`src/rtl/rco_pkg.sv`:
```
/*
  Shared constants for the reference clock output select block: register
  word indices, field positions, reset values and oscillator increments.
  Assumes a 125 MHz system clock that serves as the master clock.
*/
package rco_pkg;
	// Master clock rate in hertz.
	localparam logic [63:0] CLK_HZ = 64'h7735940;
	// Output rates in hertz.
	localparam logic [63:0] HZ_8K = 64'h1F40;
	localparam logic [63:0] HZ_64K = 64'hFA00;
	localparam logic [63:0] HZ_T1_FREE = 64'h608;
	localparam logic [63:0] HZ_E1_FREE = 64'h800;
	localparam logic [63:0] HZ_2M048 = 64'h1F4000;
	localparam logic [63:0] HZ_4M096 = 64'h3E8000;
	localparam logic [63:0] HZ_8M192 = 64'h7D0000;
	localparam logic [63:0] HZ_19M44 = 64'h128A180;
	localparam logic [63:0] HZ_32M768 = 64'h1F40000;

	// Phase increment of a 32-bit accumulator for a given rate.
	function automatic logic [31:0] inc_of(input logic [63:0] hz);
		logic [63:0] t;
		t = (hz << 32) / CLK_HZ;
		return t[31:0];
	endfunction

	// Increments of the three fixed oscillators: 8 kHz, T1 free, E1 free.
	localparam logic [31:0] FIX_INC [3] = '{inc_of(HZ_8K),
		inc_of(HZ_T1_FREE), inc_of(HZ_E1_FREE)};

	// Register word indices.
	localparam logic [2:0] IDX_FREE_CTRL = 3'h0;
	localparam logic [2:0] IDX_PRI_SEL = 3'h1;
	localparam logic [2:0] IDX_SEC_SEL = 3'h2;
	localparam logic [2:0] IDX_REF_CFG = 3'h3;
	localparam logic [2:0] IDX_STATUS = 3'h4;

	// Free-running output control fields.
	localparam int T1_SEL_BIT = 0;
	localparam int T1_EN_BIT = 1;
	localparam int E1_SEL_BIT = 2;
	localparam int E1_EN_BIT = 3;
	// Source select fields.
	localparam int SRC_LSB = 0;
	localparam int RATE_BIT = 5;
	localparam int REF_EN_BIT = 6;
	localparam logic [4:0] SRC_EXT_FIRST = 5'h1D;
	localparam logic [4:0] SRC_CHANNELS = 5'h10;
	// Reference configuration fields.
	localparam int FREQ_LSB = 0;
	localparam int FREE_BIT = 3;
	localparam int SYNTH_BIT = 4;
	localparam int TAP_BIT = 6;
	// Status fields.
	localparam int ST_STRAP_LSB = 0;
	localparam int ST_PRI_E1_BIT = 4;
	localparam int ST_SEC_E1_BIT = 5;

	// Reset values; the synthesizer starts bypassed.
	localparam logic [7:0] RST_FREE_CTRL = 8'h00;
	localparam logic [7:0] RST_SEL = 8'h00;
	localparam logic [7:0] RST_REF_CFG = 8'h10;
endpackage

```
`src/rtl/rco_reference_clock_output_select.sv`:
```
/*
  Reference clock output select: two free-running outputs, two receive
  reference outputs with source selection, and a frequency synthesizer on
  the primary reference, configured over an Avalon-MM slave.
  Assumes all recovered, external and strap inputs are synchronous to
  sys_clk_in, which is the master clock, and that pads resolve the
  output enables.
*/
// Function
// - All clocks derive from master clock; straps captured.
// - T1 free output: enable, 8 kHz or T1.
// - E1 free output: enable, 8 kHz or E1.
// - Reference enable bit 6; disabled means high impedance.
// - Source field bits 4..0 pick channel clock.
// - Bypassed output follows channel T1/E1 rate.
// - Config bit 6 taps before or after attenuator.
// - Primary synthesizer bypassed by default, bit 4.
// - Frequency field bits 2..0 picks synthesizer rate.
// - Free-run bit 3 locks synthesizer to master.
// - Source codes 11101..11111 select external input.
// - External mode reproduces the external input clock when bypassed.
`timescale 1ns/1ps
module rco_reference_clock_output_select (
	// Clock and reset.
	input wire logic sys_clk_in,
	input wire logic rst_b_in,
	// Avalon-MM slave, word addressed.
	input wire logic [2:0] avs_address_in,
	input wire logic avs_read_in,
	input wire logic avs_write_in,
	input wire logic [31:0] avs_writedata_in,
	input wire logic [3:0] avs_byteenable_in,
	output logic [31:0] avs_readdata_out,
	output logic avs_waitrequest_out,
	// Straps and clock sources.
	input wire logic [3:0] master_multiplier_straps_in,
	input wire logic [15:0] recovered_clk_pre_ja_in,
	input wire logic [15:0] recovered_clk_post_ja_in,
	input wire logic [15:0] channel_e1_mode_in,
	input wire logic primary_external_clock_in,
	input wire logic secondary_external_clock_in,
	// Free-running outputs with enables.
	output logic t1_rate_free_output_out,
	output logic t1_rate_free_output_oe_out,
	output logic e1_rate_free_output_out,
	output logic e1_rate_free_output_oe_out,
	// Reference outputs with enables.
	output logic primary_reference_output_out,
	output logic primary_reference_output_oe_out,
	output logic secondary_reference_output_out,
	output logic secondary_reference_output_oe_out
);

	// Level of the source picked by a select field.
	function automatic logic src_level(input logic [4:0] f,
		input logic [15:0] ch, input logic ext);
		logic v;
		v = 1'b0;
		if (f >= rco_pkg::SRC_EXT_FIRST)
			v = ext;
		else if (f < rco_pkg::SRC_CHANNELS)
			v = ch[f[3:0]];
		return v;
	endfunction

	// Line mode (1 for E1) of the source picked by a select field.
	function automatic logic src_e1(input logic [4:0] f,
		input logic [15:0] e1, input logic rate);
		logic v;
		v = 1'b0;
		if (f >= rco_pkg::SRC_EXT_FIRST)
			v = rate;
		else if (f < rco_pkg::SRC_CHANNELS)
			v = e1[f[3:0]];
		return v;
	endfunction

	// Synthesizer increment for a frequency code; code 7 holds still.
	function automatic logic [31:0] synth_inc(input logic [2:0] c);
		logic [31:0] v;
		unique case (c)
			3'h0: v = rco_pkg::inc_of(rco_pkg::HZ_8K);
			3'h1: v = rco_pkg::inc_of(rco_pkg::HZ_64K);
			3'h2: v = rco_pkg::inc_of(rco_pkg::HZ_2M048);
			3'h3: v = rco_pkg::inc_of(rco_pkg::HZ_4M096);
			3'h4: v = rco_pkg::inc_of(rco_pkg::HZ_8M192);
			3'h5: v = rco_pkg::inc_of(rco_pkg::HZ_19M44);
			3'h6: v = rco_pkg::inc_of(rco_pkg::HZ_32M768);
			3'h7: v = 32'h0;
		endcase
		return v;
	endfunction

	// Software registers and bus state.
	logic [7:0] free_running_clock_output_ctrl;
	logic [7:0] primary_reference_source_select;
	logic [7:0] secondary_reference_source_select;
	logic [7:0] reference_clock_config;
	logic [7:0] next_free_ctrl, next_pri_sel, next_sec_sel, next_cfg;
	logic ack, next_ack; // Second cycle of a bus access.
	logic [31:0] next_rdata;
	logic [3:0] straps, next_straps; // Captured multiplier straps.
	logic strap_taken, next_strap_taken;
	logic [7:0] status_byte; // Read-only state view.

	// Decoded control fields.
	logic [4:0] pri_field, sec_field;
	logic pri_en, sec_en, synth_on, free_run;
	logic [15:0] tap_clk;
	logic pri_src, sec_src;

	assign pri_field = primary_reference_source_select[4:0];
	assign sec_field = secondary_reference_source_select[4:0];
	assign pri_en = primary_reference_source_select[rco_pkg::REF_EN_BIT];
	assign sec_en = secondary_reference_source_select[rco_pkg::REF_EN_BIT];
	// The synthesizer runs while its control bit is low.
	assign synth_on = ~reference_clock_config[rco_pkg::SYNTH_BIT];
	assign free_run = reference_clock_config[rco_pkg::FREE_BIT];
	// A high tap bit takes the clock ahead of the attenuator.
	assign tap_clk = reference_clock_config[rco_pkg::TAP_BIT] ?
		recovered_clk_pre_ja_in : recovered_clk_post_ja_in;
	assign pri_src = src_level(pri_field, tap_clk,
		primary_external_clock_in);
	assign sec_src = src_level(sec_field, tap_clk,
		secondary_external_clock_in);

	// Status shows straps and the line mode of each selected source.
	always_comb
	begin
		status_byte = 8'h00;
		status_byte[rco_pkg::ST_STRAP_LSB +: 4] = straps;
		status_byte[rco_pkg::ST_PRI_E1_BIT] = src_e1(pri_field,
			channel_e1_mode_in,
			primary_reference_source_select[rco_pkg::RATE_BIT]);
		status_byte[rco_pkg::ST_SEC_E1_BIT] = src_e1(sec_field,
			channel_e1_mode_in,
			secondary_reference_source_select[rco_pkg::RATE_BIT]);
	end

	// Wait one cycle, then complete; writes land on the completing edge.
	assign avs_waitrequest_out = (avs_read_in | avs_write_in) & ~ack;

	// Next values of the bus, register and strap state.
	always_comb
	begin
		next_ack = (avs_read_in | avs_write_in) & ~ack;
		next_rdata = avs_readdata_out;
		next_free_ctrl = free_running_clock_output_ctrl;
		next_pri_sel = primary_reference_source_select;
		next_sec_sel = secondary_reference_source_select;
		next_cfg = reference_clock_config;
		// Straps are caught once, on the first edge after reset release.
		next_strap_taken = 1'b1;
		next_straps = strap_taken ? straps : master_multiplier_straps_in;
		// Read data is fetched in the waiting cycle; unmapped reads zero.
		if (avs_read_in & ~ack)
		begin
			unique case (avs_address_in)
				rco_pkg::IDX_FREE_CTRL:
					next_rdata = {24'h0, free_running_clock_output_ctrl};
				rco_pkg::IDX_PRI_SEL:
					next_rdata = {24'h0, primary_reference_source_select};
				rco_pkg::IDX_SEC_SEL:
					next_rdata = {24'h0, secondary_reference_source_select};
				rco_pkg::IDX_REF_CFG:
					next_rdata = {24'h0, reference_clock_config};
				rco_pkg::IDX_STATUS:
					next_rdata = {24'h0, status_byte};
				default:
					next_rdata = 32'h0;
			endcase
		end
		// Writes use byte lane 0; unmapped and read-only writes are dropped.
		if (avs_write_in & ack & avs_byteenable_in[0])
		begin
			unique case (avs_address_in)
				rco_pkg::IDX_FREE_CTRL:
					next_free_ctrl = avs_writedata_in[7:0];
				rco_pkg::IDX_PRI_SEL:
					next_pri_sel = avs_writedata_in[7:0];
				rco_pkg::IDX_SEC_SEL:
					next_sec_sel = avs_writedata_in[7:0];
				rco_pkg::IDX_REF_CFG:
					next_cfg = avs_writedata_in[7:0];
				default:
					next_cfg = reference_clock_config;
			endcase
		end
	end

	// Registers the bus, register and strap state.
	always_ff @(posedge sys_clk_in)
	begin
		if (!rst_b_in)
		begin
			ack <= 1'b0;
			avs_readdata_out <= 32'h0;
			free_running_clock_output_ctrl <= rco_pkg::RST_FREE_CTRL;
			primary_reference_source_select <= rco_pkg::RST_SEL;
			secondary_reference_source_select <= rco_pkg::RST_SEL;
			reference_clock_config <= rco_pkg::RST_REF_CFG;
			straps <= 4'h0;
			strap_taken <= 1'b0;
		end
		else
		begin
			ack <= next_ack;
			avs_readdata_out <= next_rdata;
			free_running_clock_output_ctrl <= next_free_ctrl;
			primary_reference_source_select <= next_pri_sel;
			secondary_reference_source_select <= next_sec_sel;
			reference_clock_config <= next_cfg;
			straps <= next_straps;
			strap_taken <= next_strap_taken;
		end
	end

	// Fixed oscillators on the master clock: 8 kHz, T1 free, E1 free.
	logic [31:0] acc [3];
	genvar g;
	generate
		for (g = 0; g < 3; g++)
		begin : g_fixed
			logic [31:0] next_acc;
			// Advances the phase by the rate's increment.
			always_comb
			begin
				next_acc = acc[g] + rco_pkg::FIX_INC[g];
			end
			// Registers the phase.
			always_ff @(posedge sys_clk_in)
			begin
				if (!rst_b_in)
					acc[g] <= 32'h0;
				else
					acc[g] <= next_acc;
			end
		end
	endgenerate

	// Synthesizer phase and source edge history.
	logic [31:0] syn, next_syn;
	logic [31:0] inc_now;
	logic src_q, next_src_q;
	assign inc_now = synth_inc(reference_clock_config[2:0]);

	// Free-run advances freely; otherwise each source rise realigns phase.
	always_comb
	begin
		next_src_q = pri_src;
		if (!free_run && pri_src && !src_q)
			next_syn = 32'h0;
		else
			next_syn = syn + inc_now;
	end

	// Registers the synthesizer phase.
	always_ff @(posedge sys_clk_in)
	begin
		if (!rst_b_in)
		begin
			syn <= 32'h0;
			src_q <= 1'b0;
		end
		else
		begin
			syn <= next_syn;
			src_q <= next_src_q;
		end
	end

	// Output levels and enables.
	logic next_t1, next_t1_oe, next_e1, next_e1_oe;
	logic next_pri, next_pri_oe, next_sec, next_sec_oe;
	logic [7:0] fc;
	assign fc = free_running_clock_output_ctrl;

	// Builds every output from its control bits; disabled outputs float.
	always_comb
	begin
		next_t1_oe = fc[rco_pkg::T1_EN_BIT];
		next_t1 = next_t1_oe &
			(fc[rco_pkg::T1_SEL_BIT] ? acc[1][31] : acc[0][31]);
		next_e1_oe = fc[rco_pkg::E1_EN_BIT];
		next_e1 = next_e1_oe &
			(fc[rco_pkg::E1_SEL_BIT] ? acc[2][31] : acc[0][31]);
		next_pri_oe = pri_en;
		if (synth_on)
			next_pri = pri_en & syn[31];
		else
			next_pri = pri_en & pri_src;
		next_sec_oe = sec_en;
		next_sec = sec_en & sec_src;
	end

	// Registers the outputs.
	always_ff @(posedge sys_clk_in)
	begin
		if (!rst_b_in)
		begin
			t1_rate_free_output_out <= 1'b0;
			t1_rate_free_output_oe_out <= 1'b0;
			e1_rate_free_output_out <= 1'b0;
			e1_rate_free_output_oe_out <= 1'b0;
			primary_reference_output_out <= 1'b0;
			primary_reference_output_oe_out <= 1'b0;
			secondary_reference_output_out <= 1'b0;
			secondary_reference_output_oe_out <= 1'b0;
		end
		else
		begin
			t1_rate_free_output_out <= next_t1;
			t1_rate_free_output_oe_out <= next_t1_oe;
			e1_rate_free_output_out <= next_e1;
			e1_rate_free_output_oe_out <= next_e1_oe;
			primary_reference_output_out <= next_pri;
			primary_reference_output_oe_out <= next_pri_oe;
			secondary_reference_output_out <= next_sec;
			secondary_reference_output_oe_out <= next_sec_oe;
		end
	end

	// Straps stay fixed after the first capture.
	strap_hold_a: assert property (@(posedge sys_clk_in) disable iff (!rst_b_in)
		strap_taken && $past(strap_taken) |-> $stable(straps))
		else $error("Captured straps changed.");

	// T1 output floats while disabled and follows the selected rate.
	t1_output_a: assert property (@(posedge sys_clk_in) disable iff (!rst_b_in)
		##1 t1_rate_free_output_oe_out == $past(fc[1]) &&
		t1_rate_free_output_out == ($past(fc[1]) &&
		($past(fc[0]) ? $past(acc[1][31]) : $past(acc[0][31]))))
		else $error("T1 free output wrong.");

	// E1 output floats and stays low while disabled.
	e1_output_a: assert property (@(posedge sys_clk_in) disable iff (!rst_b_in)
		!fc[3] |=> !e1_rate_free_output_oe_out && !e1_rate_free_output_out)
		else $error("Disabled E1 output driven.");

	// Neither reference output drives while both are disabled.
	ref_disable_a: assert property (@(posedge sys_clk_in) disable iff (!rst_b_in)
		!pri_en ##0 !sec_en |=> !primary_reference_output_oe_out &&
		!secondary_reference_output_oe_out)
		else $error("Disabled reference driven.");

	// Channel select passes the tapped channel clock when bypassed.
	channel_pass_a: assert property (@(posedge sys_clk_in) disable iff (!rst_b_in)
		sec_en && sec_field < 5'h10 |=>
		secondary_reference_output_out == $past(tap_clk[sec_field[3:0]]))
		else $error("Secondary channel clock not passed.");

	// A high tap bit passes the pre attenuator clocks.
	tap_select_a: assert property (@(posedge sys_clk_in) disable iff (!rst_b_in)
		sec_en && sec_field < 5'h10 && reference_clock_config[6] |=>
		secondary_reference_output_out ==
		$past(recovered_clk_pre_ja_in[sec_field[3:0]]))
		else $error("Attenuator tap ignored.");

	// The synthesizer comes out of reset bypassed.
	synth_default_a: assert property (@(posedge sys_clk_in)
		$rose(rst_b_in) |-> !synth_on)
		else $error("Synthesizer not bypassed at reset.");

	// At the fastest code the synthesized output never holds one level
	// over three samples running, since each half period is under two.
	synth_toggle_a: assert property (@(posedge sys_clk_in) disable iff (!rst_b_in)
		(pri_en && synth_on && free_run &&
		reference_clock_config[2:0] == 3'h6)[*8] |->
		$changed(primary_reference_output_out) ||
		$past(primary_reference_output_out, 1) !=
		$past(primary_reference_output_out, 2))
		else $error("Synthesizer stalled.");

	// In free run the phase always advances by the code's increment.
	free_run_a: assert property (@(posedge sys_clk_in) disable iff (!rst_b_in)
		synth_on && free_run |=> syn == $past(syn) + $past(inc_now))
		else $error("Free-run phase not advancing.");

	// External codes reproduce the external input when bypassed.
	external_pass_a: assert property (@(posedge sys_clk_in) disable iff (!rst_b_in)
		pri_en && !synth_on && pri_field >= 5'h1D |=>
		primary_reference_output_out == $past(primary_external_clock_in))
		else $error("External clock not reproduced.");

	// A bus access completes on the cycle after it starts.
	bus_answer_a: assert property (@(posedge sys_clk_in) disable iff (!rst_b_in)
		(avs_read_in || avs_write_in) && !ack |=>
		ack && !avs_waitrequest_out)
		else $error("Bus answer late.");
endmodule

```
`config.mk`:
```
export PLATFORM = sky130hd
export DESIGN_NAME = rco_reference_clock_output_select
export DESIGN_NICKNAME = d
export VERILOG_FILES = /design/src/rtl/rco_pkg.sv /design/src/rtl/rco_reference_clock_output_select.sv
export SDC_FILE = /design/constraint.sdc
export NUM_CORES = 1
export LEC_CHECK = 0
export BUFFER_PORTS_ARGS = -buffer_cell sky130_fd_sc_hd__buf_2
export CAP_MARGIN = 20
export CORE_MARGIN = 8
export CORE_UTILIZATION = 25
export DETAILED_ROUTE_END_ITERATION = 8
export PLACE_DENSITY_LB_ADDON = 0.05
export SYNTH_ARGS = -nofsm -noshare
export SYNTH_HDL_FRONTEND = slang
export SYNTH_SLANG_ARGS = --single-unit
```
`constraint.sdc`:
```
create_clock -name sys_clk_in -period 3.1 [get_ports sys_clk_in]
set_input_delay 0 -clock sys_clk_in [delete_from_list [all_inputs] [get_ports sys_clk_in]]
set_output_delay 0 -clock sys_clk_in [all_outputs]
set_load 0.05 [all_outputs]
```
==> Yosys cells after proc, flatten, opt, wreduce, memory -nomap -nowiden <==
Memories as Yosys holds them, arrays and structs flattened. A register that Yosys moved wholly into a read port is not among the register bits.
Cells that the tools add are included.
{ "totals": {"reg_bits": 111, "ram_bits": 96, "rom_bits": 248, "input_bits": 97, "out_inout_bits": 41, "elab_cells": 87, "n_memories": 2} }
{ "mem_list": {"columns": ["name", "depth", "width", "read_ports", "rd_ports_with_merged_regs", "write_ports", "line_no", "source"], "rows": [
  ["(name not given)", 8, 31, 1, 1, 0, "rco_reference_clock_output_select.sv:81", "unique case (c)"],
  ["acc", 3, 32, 3, 0, 3, "rco_reference_clock_output_select.sv:219", "logic [31:0] acc [3];"]
]} }
{ "classes": {"n_addsub": 4, "n_lt_le_gt_ge": 6, "n_eq_ne": 4, "muxes": 28, "bitwise": 15, "n_reduce_logical": 10} }
{ "op_table": {"columns": ["cell", "n"], "rows": [
  ["32-bit two-way mux", 3],
  ["8-bit one-hot mux with 5 select lines", 1],
  ["32-bit by 16-bit adder with 32-bit output, second input constant", 1],
  ["32-bit by 17-bit adder with 32-bit output, second input constant", 1],
  ["32-bit by 19-bit adder with 32-bit output, second input constant", 1],
  ["32-bit adder", 1],
  ["1-bit two-way mux", 17],
  ["1-bit binary-select mux with 4-bit select", 4],
  ["16-bit two-way mux", 1],
  ["5-bit >= comparator, second input constant", 2],
  ["4-bit by 5-bit less-than comparator with 1-bit output, second input constant", 2],
  ["5-bit less-than comparator, second input constant", 2],
  ["1-bit bitwise AND", 9],
  ["2-bit AND reduction", 4],
  ["3-bit by 2-bit equality test with 1-bit output, second input constant", 2],
  ["3-bit two-way mux", 2],
  ["1-bit bitwise OR", 4],
  ["3-bit by 1-bit equality test with 1-bit output, second input constant", 1],
  ["3-bit equality test, second input constant", 1],
  ["3-bit logical NOT", 1],
  ["1-bit logical AND", 2],
  ["1-bit logical NOT", 2],
  ["1-bit NOT", 2],
  ["2-bit OR reduction", 1]
]} }

==> Longest topological paths before layout <==
Gate-level depths: netlist of the first run.
{ "logic_depth": {"depth_word": 8, "mapped_depth": 10, "depth_no_buf": 10} }

==> Least setup slack after synthesis of the first run <==
OpenSTA, ideal clock, no wires.
{ "synth_timing": {"path_type": "flip-flop to flip-flop", "startpoint": "register syn[0]", "endpoint": "register syn[30]", "setup_time_ns": 0.078, "t_arrival_ns": 2.449, "t_required_ns": 3.022, "slack_ns": 0.573, "stages_incl_launch_ff": 11, "path_buffers": 0, "synth_period_minus_slack_ns": 2.527, "cell_sequence": "dfxtp_1 -> ha_1 -> fa_1 -> a211oi_1 -> o21a_1 -> o211ai_1 -> o2111ai_1 -> a21boi_1 -> o311a_1 -> o21a_1 -> nor3_1"} }
{ "synth_between": {"elab_chain_len": 1} }
{ "synth_rtl": {"columns": ["item", "line_no", "source"], "rows": [
  ["from (decl)", "rco_reference_clock_output_select.sv:242", "logic [31:0] syn, next_syn;"],
  ["from (signal assigned)", "rco_reference_clock_output_select.sv:267", "syn <= next_syn;"],
  ["32-bit adder", "rco_reference_clock_output_select.sv:254", "next_syn = syn + inc_now;"]
]} }
No other way between the ends.
A chain may end at the register's enable or synchronous reset.

==> Worst setup path after layout of the first run <==
Same ends and word-level chain as after synthesis.

==> results of run 1 <==
-- flip-flops by register name, indices dropped and copies added (netlist names) --
signal / flops
acc: 91
syn: 32
inc_now: 25
avs_readdata_out: 8
fc: 8
primary_reference_source_select: 8
reference_clock_config: 8
secondary_reference_source_select: 8
straps: 4
ack: 1
e1_rate_free_output_oe_out: 1
e1_rate_free_output_out: 1
primary_reference_output_oe_out: 1
primary_reference_output_out: 1
secondary_reference_output_oe_out: 1
secondary_reference_output_out: 1
src_q: 1
strap_taken: 1
t1_rate_free_output_oe_out: 1
t1_rate_free_output_out: 1
-- final cells by class --
cell class / instances / area, um2 / area share, %
Timing Repair Buffer: 122 / 756 / 6.09
Clock inverter: 10 / 104 / 0.837
Antenna cell: 1 / 2.50 / 0.0202
Inverter: 29 / 109 / 0.877
Sequential cell: 203 / 4060 / 32.8
Multi-Input combinational cell: 804 / 5900 / 47.6
Tap cell: 532 / 666 / 5.36
Clock buffer: 40 / 805 / 6.48
-- report_power, final --
group	total [W]	internal (W)	leakage [nW]	switching, W
sequential	0.00293	0.00278	1.65	0.000146
combinational	0.000941	0.000435	3.05	0.000506
clock	0.00313	0.00195	0.456	0.00118
total	0.00700	0.00517	5.16	0.00183
-- critical path, stage by stage (launching register included) --
cell and delay, ns:
dfxtp_1 0.30, ha_1 0.24, fa_1 0.43, a211oi_1 0.34
o21a_1 0.20, o211ai_1 0.18, o2111ai_2 0.25, a21boi_1 0.17
o311a_1 0.38, o21a_1 0.17, nor3_1 0.12
-- cell usage in the layout, fill, tap and decap left out, drive strengths merged, types with 4 or more instances in the layout --
cell / instances
o21a: 10
clkbuf: 40
nand4: 5
dlygate4sd3: 18
nand2: 75
ha: 41
and3: 18
nand2b: 14
o31ai: 4
a21oi: 40
and2: 72
a21boi: 25
nor4: 5
inv: 30
xor2: 42
clkinv: 7
mux4: 30
xnor2: 46
conb: 24
and4: 4
mux2: 5
mux2i: 35
a22oi: 19
o21bai: 8
o21ai: 40
nor2b: 63
a21o: 18
a211oi: 5
nor3: 18
nand3: 25
nor2: 61
dfxtp: 203
or3: 10
buf: 104
o22ai: 7
-- metrics by stage --
stage               worst slack, ns  cells  utilization [%]  hold slack, ns  instance area (um2)
global route                 0.0275   1741             30.4           0.159                12400
CTS                           0.151   1739             30.3          0.0919                12400
detailed placement            0.166   1671             27.7           0.263                11300
finish                        0.235   1741             30.4           0.124                12400
floorplan                     0.573   1100                -          0.0277                10400
global placement              0.176   1671             27.7           0.268                11300
-- timing repair --
action,CTS,global route
hold buffers,18,0
endpoints found under the setup margin,0,2
endpoints found under the hold margin,79,0
resized for setup,0,3
-- kinds of logic after synthesis --
family                     Yosys count  synth area share [%]
buffers and inverters               93                  4.44
xor gates and xnor gates            88                  7.47
adders and majority gates           42                  5.17
other                                1                0.0363
and+or+nand+nor                    381                  19.8
DFF                                203                  39.4
muxes                               70                  10.5
AOI/OAI and AO/OA                  199                  13.2
-- per-layer routing --
layer  routed length (um)  part of all wire [%]  vias to the layer above  global-route usage, %
li1                     -                     -                     3938                      -
met1                13100                    49                     3574                   15.3
met2                11800                    44                       93                   17.1
met3                 1050                   4.0                       42                   2.15
met4                  617                   2.3                        0                   3.09
met5                    0                     0                        -                      0
-- how the worst min path moves through the flow --
| stage | startpoint | endpoint | cells after the start |
|---|---|---|---|
| finish | avs_address_in[1] | avs_readdata_out[3]$_SDFFE_PN0P_ | 4 |
| global route | avs_address_in[1] | avs_readdata_out[1]$_SDFFE_PN0P_ | 4 |
| CTS | avs_address_in[1] | avs_readdata_out[3]$_SDFFE_PN0P_ | 4 |
| detailed placement | master_multiplier_straps_in[2] | straps[2]$_SDFFE_PN0N_ | 3 |
| global placement | master_multiplier_straps_in[1] | straps[1]$_SDFFE_PN0N_ | 3 |
| floorplan | rst_b_in | strap_taken$_DFF_P_ | 0 |
==> qor.yml, run 1 <==
gp_congestion: 0.728
synth_edf_count: 0
yosysWarnings: 0
wl_per_cell_um: 15.3
num_vias: 7647
rr_startpoint: "syn[0]$_SDFF_PP0_"
antenna_found_initial: 1
yosysSeqAreaShare_pct: 39.4
antenna_left: 0
rrSetupSlack_ns: 0.24
gr-usage-all-layers_pct: 11.0
crit_type: "reg -> reg"
cp_max_fo: 4
grt_pass1_wl_um: 43100
grt_overflow_total: 0
ys_async_sr_fraction_pct: 0
drive_gt1_share_pct: 16.8
port_buffers: 86
yosys.cell_types.count: 67
relSlewSlack_pct: 57.3
synth_largest_area_cell: "dfxtp_1"
netlist_top_cells_area: "dfxtp_1 39%, mux4_2 6.5%, ha_1 5.0%, and2_1 4.4%, xnor2_1 3.9%"
crit_path_end_kind: "register"
start_kind: "register"
synthFlopType: "dfxtp_1"
core_area_um2: 40800
post-dp-hpwl_um: 19500
fin_crit_ns: 2.86
fp-row-count: 74
post-route-period-util_pct: 92.4
fin_tns_setup_ns: 0
ys_ff_latch: 203
final_nets: 1326
rsz0062_at_grt: "no"
worstSetupEndpoint: "syn[30]$_SDFF_PP0_"
grt_pass1_vias: 7787
ir_drop_uv: 322
power-per-cell-area_nw_per_um2: 564
yosysMostFrequentCell: "dfxtp_1"
r2r_end: "syn[30]$_SDFF_PP0_"
clock_path_buffers: 3
post-cts-setup-buffers: 0
p_leak_nw: 5.16
hold_class: "in -> reg"
slew_viol_final: 0
start_util_pct: 25.3
max_cap_violations: 0
reg2regPathDepth: 10
setup_viol: 0
yosys-top-cells-count: "203 x dfxtp_1, 75 x nand2_1, 72 x and2_1, 63 x nor2b_1, 60 x nor2_1"
crit_required_ns: 3.55
skew_ns: 0.0167
h-tree-depth: 1
clk_latency_ns: 0.54
path_clk_slew_ns: 0.06
tightestPinTransition_ns: 0.639
worstSetupStartpoint: "syn[0]$_SDFF_PP0_"
dieArea_um2: 48000
netlist_area_um2: 10300
cp.arrival_ns: 3.31
routed_via_density: 4.39
cts_tree: "yes"
totalWireLength_um: 26600
clock-sinks: 203
io_pins: 138
synth_area_per_cell_um2: 9.58
num-fill-cells: 4307
drtIter0Drc: 295
grt_max_degree: 57
run_status: "completed"
area_growth_pct: 20.3
die_h_um: 219
clock-root-buffer: "clkbuf_16"
hold_violations: 0
drc: 0
cts_buffers: 27
first_pass_iters: 4
synth_top_area_share_pct: 39.4
power_w: 0.00700
max_freq_ghz: 0.349
die_w_um: 219
syn_inst: 1077
Note: power is estimated with default switching activity, not from simulation.
==> run 2, diff against run 1 <==
Settings changed: CORE_ASPECT_RATIO set to 1.75, CORE_MARGIN 8 to 2.
==> qor.yml, run 2 (synthesized netlist as in run 1, its figures left out) <==
skew_ns: 0.0202  # was 0.0167 ns
routed_via_density: 4.46  # was 4.39
antenna_left: 0  # unchanged
cp_max_fo: 18  # was 4
path_cells: "mux4_2 -> o21ai_0 -> o22ai_1 -> a21oi_1 -> buf_4 -> a2bb2oi_2 -> o31ai_4 -> nor2_1 -> mux2_2"  # was ha_1 -> fa_1 -> a211oi_1 -> o21a_1 -> o211ai_1 -> o2111ai_2 -> a21boi_1 -> o311a_1 -> o21a_1 -> nor3_1
gp_congestion: 0.763  # was 0.728
cts_buffers: 24  # was 27
crit_type: "reg -> reg"  # unchanged
num_antenna_cells: 0  # was 1
max_cap_violations: 0  # unchanged
grt_overflow_total: 0  # unchanged
final_nets: 1334  # was 1326
slowest_stage: "o31ai_4"  # was fa_1
power-per-cell-area_nw_per_um2: 539  # was 564 nW/um2
post-dp-hpwl_um: 22600  # was 19500 um
area_growth_pct: 20.1  # was 20.3%
post-route-period-util_pct: 90.2  # was 92.4%
fin_crit_ns: 2.80  # was 2.86 ns
drc: 0  # unchanged
dp_worst_setup_slack_ns: 0.169  # was 0.166 ns
crit_family: "compound AO/OA/AOI/OAI gates"  # unchanged
critPathBufInv: 1  # was 0
setup_viol: 0  # unchanged
final-seq-area_um2: 4060  # unchanged
start_util_pct: 25.3  # unchanged
grt_pass1_wl_um: 45600  # was 43100 um
max_freq_ghz: 0.358  # was 0.349 GHz
clock_path_buffers: 3  # unchanged
run_status: "completed"  # unchanged
clock-root-buffer: "clkbuf_16"  # unchanged
clk_latency_ns: 0.53  # was 0.54 ns
gr-usage-all-layers_pct: 13.9  # was 11.0%
port_buffers: 86  # unchanged
core_area_um2: 40800  # unchanged
wl_per_cell_um: 16.9  # was 15.3 um
fp-row-count: 98  # was 74
num_vias: 7851  # was 7647
h-tree-depth: 1  # unchanged
worst_path_largest_cell_delay_ns: 0.78  # was 0.43 ns
largest_reg_flops: 91  # unchanged
hold_violations: 0  # unchanged
layout_common_cells: "203 x dfxtp_1, 85 x buf_2, 75 x nand2_1"  # unchanged
io_pins: 138  # unchanged
p_leak_nw: 5.13  # was 5.16 nW
grt_pass1_vias: 8213  # was 7787
cp.arrival_ns: 3.21  # was 3.31 ns
drtIter0Drc: 203  # was 295
die_h_um: 273  # was 219 um
fin_ws_ns: 0.304  # was 0.235 ns
path_clk_slew_ns: 0.06  # about the same
rsz0062_at_grt: "no"  # unchanged
first_pass_iters: 4  # unchanged
crit_path_end_kind: "register"  # unchanged
reg2regPathDepth: 9  # was 10
die_w_um: 158  # was 219 um
hold_class: "in -> reg"  # unchanged
cp_num_cells: 9  # was 10
clock-sinks: 203  # unchanged
antenna_found_initial: 1  # unchanged
power_w: 0.00668  # was 0.00700 W
tightestPinTransition_ns: 0.976  # was 0.639 ns
fin_tns_setup_ns: 0  # unchanged
cts_tree: "yes"  # unchanged
dieArea_um2: 43000  # was 48000 um2
largest-register: "acc"  # unchanged
ir_drop_uv: 344  # was 322 uV
slew_viol_final: 0  # unchanged
mostFrequentLayoutCell: "dfxtp_1"  # unchanged
drive_gt1_share_pct: 17.1  # was 16.8%
totalWireLength_um: 29700  # was 26600 um
multi_input_area_um2: 5910  # was 5900 um2
relSlewSlack_pct: 34.9  # was 57.3%
num-fill-cells: 4366  # was 4307
whs_path_depth: 4  # unchanged
start_kind: "register"  # unchanged
crit_required_ns: 3.52  # was 3.55 ns
grt_max_degree: 82  # was 57
-- run 2: cell types whose count changed in the layout (fill, tap and decap cells not counted), sizes merged --
cell	change
clkinv	-5
clkinvlp	+3
bufinv	-2
diode	-1
buf	+11
clkbuf	-4
inv	-1
-- run 2: worst paths after layout --
path | start | end | slack, ns
worst max-delay path | primary_reference_source_select[0]$_SDFFE_PN0P_ | syn[31]$_SDFF_PP0_ | 0.30
worst min-delay path | avs_address_in[1] | avs_readdata_out[2]$_SDFFE_PN0P_ | 0.13
worst max register to register | primary_reference_source_select[0]$_SDFFE_PN0P_ | syn[31]$_SDFF_PP0_ | 0.30
worst min register to register | acc[0][0]$_SDFF_PN0_ | acc[0][0]$_SDFF_PN0_ | 0.44
-- run 2: worst register-to-register path: cells and delay by family (launching register included) --
family          cells  cell delay (ns)
compound gates      5             1.25
flops               1             0.59
buf+inv             1             0.17
simple gates        1             0.10
mux                 2             0.60
-- run 2: cell type report --
type	count	share of cell area, %
clock buffers	36	5.95
clock inverters	5	0.262
inverters	29	0.878
multi-input cells	804	47.7
flip-flops and latches	203	32.8
well taps	550	5.55
repair buffers	133	6.90
-- run 2: timing repair --
| item | in CTS | in global routing |
|---|---|---|
| endpoints found under the setup margin | 0 | 3 |
| buffers inserted | 0 | 0 |
| gates resized for setup | 0 | 3 |
| hold buffers | 18 | 0 |
| hold endpoints to repair | 43 | 0 |
-- run 2: stage by stage --
| step | utilization [%] | area [um2] | hold WS (ns) | instances |
|---|---|---|---|---|
| 4_1_cts | 30.3 | 12400 | 0.110 | 1760 |
| 2_1_floorplan | - | 10400 | 0.0277 | 1100 |
| 6_report | 30.4 | 12400 | 0.130 | 1760 |
| 3_3_place_gp | 28.0 | 11400 | 0.269 | 1701 |
| 5_1_grt | 30.4 | 12400 | 0.152 | 1760 |
| 3_5_place_dp | 28.0 | 11400 | 0.272 | 1701 |
-- run 2: report_power, final --
part | switching, W | internal (W)
Clock | 0.00115 | 0.00163
Combinational | 0.000520 | 0.000450
Sequential | 0.000149 | 0.00278
Total | 0.00181 | 0.00486
-- run 2: layer usage --
layer | up-vias | share of wire, % | track usage, %
li1 | 3958 | - | -
met1 | 3721 | 36 | 13.3
met2 | 117 | 57 | 28.1
met3 | 53 | 3.5 | 2.16
met4 | 2 | 4.0 | 5.89
met5 | - | 0.044 | 0
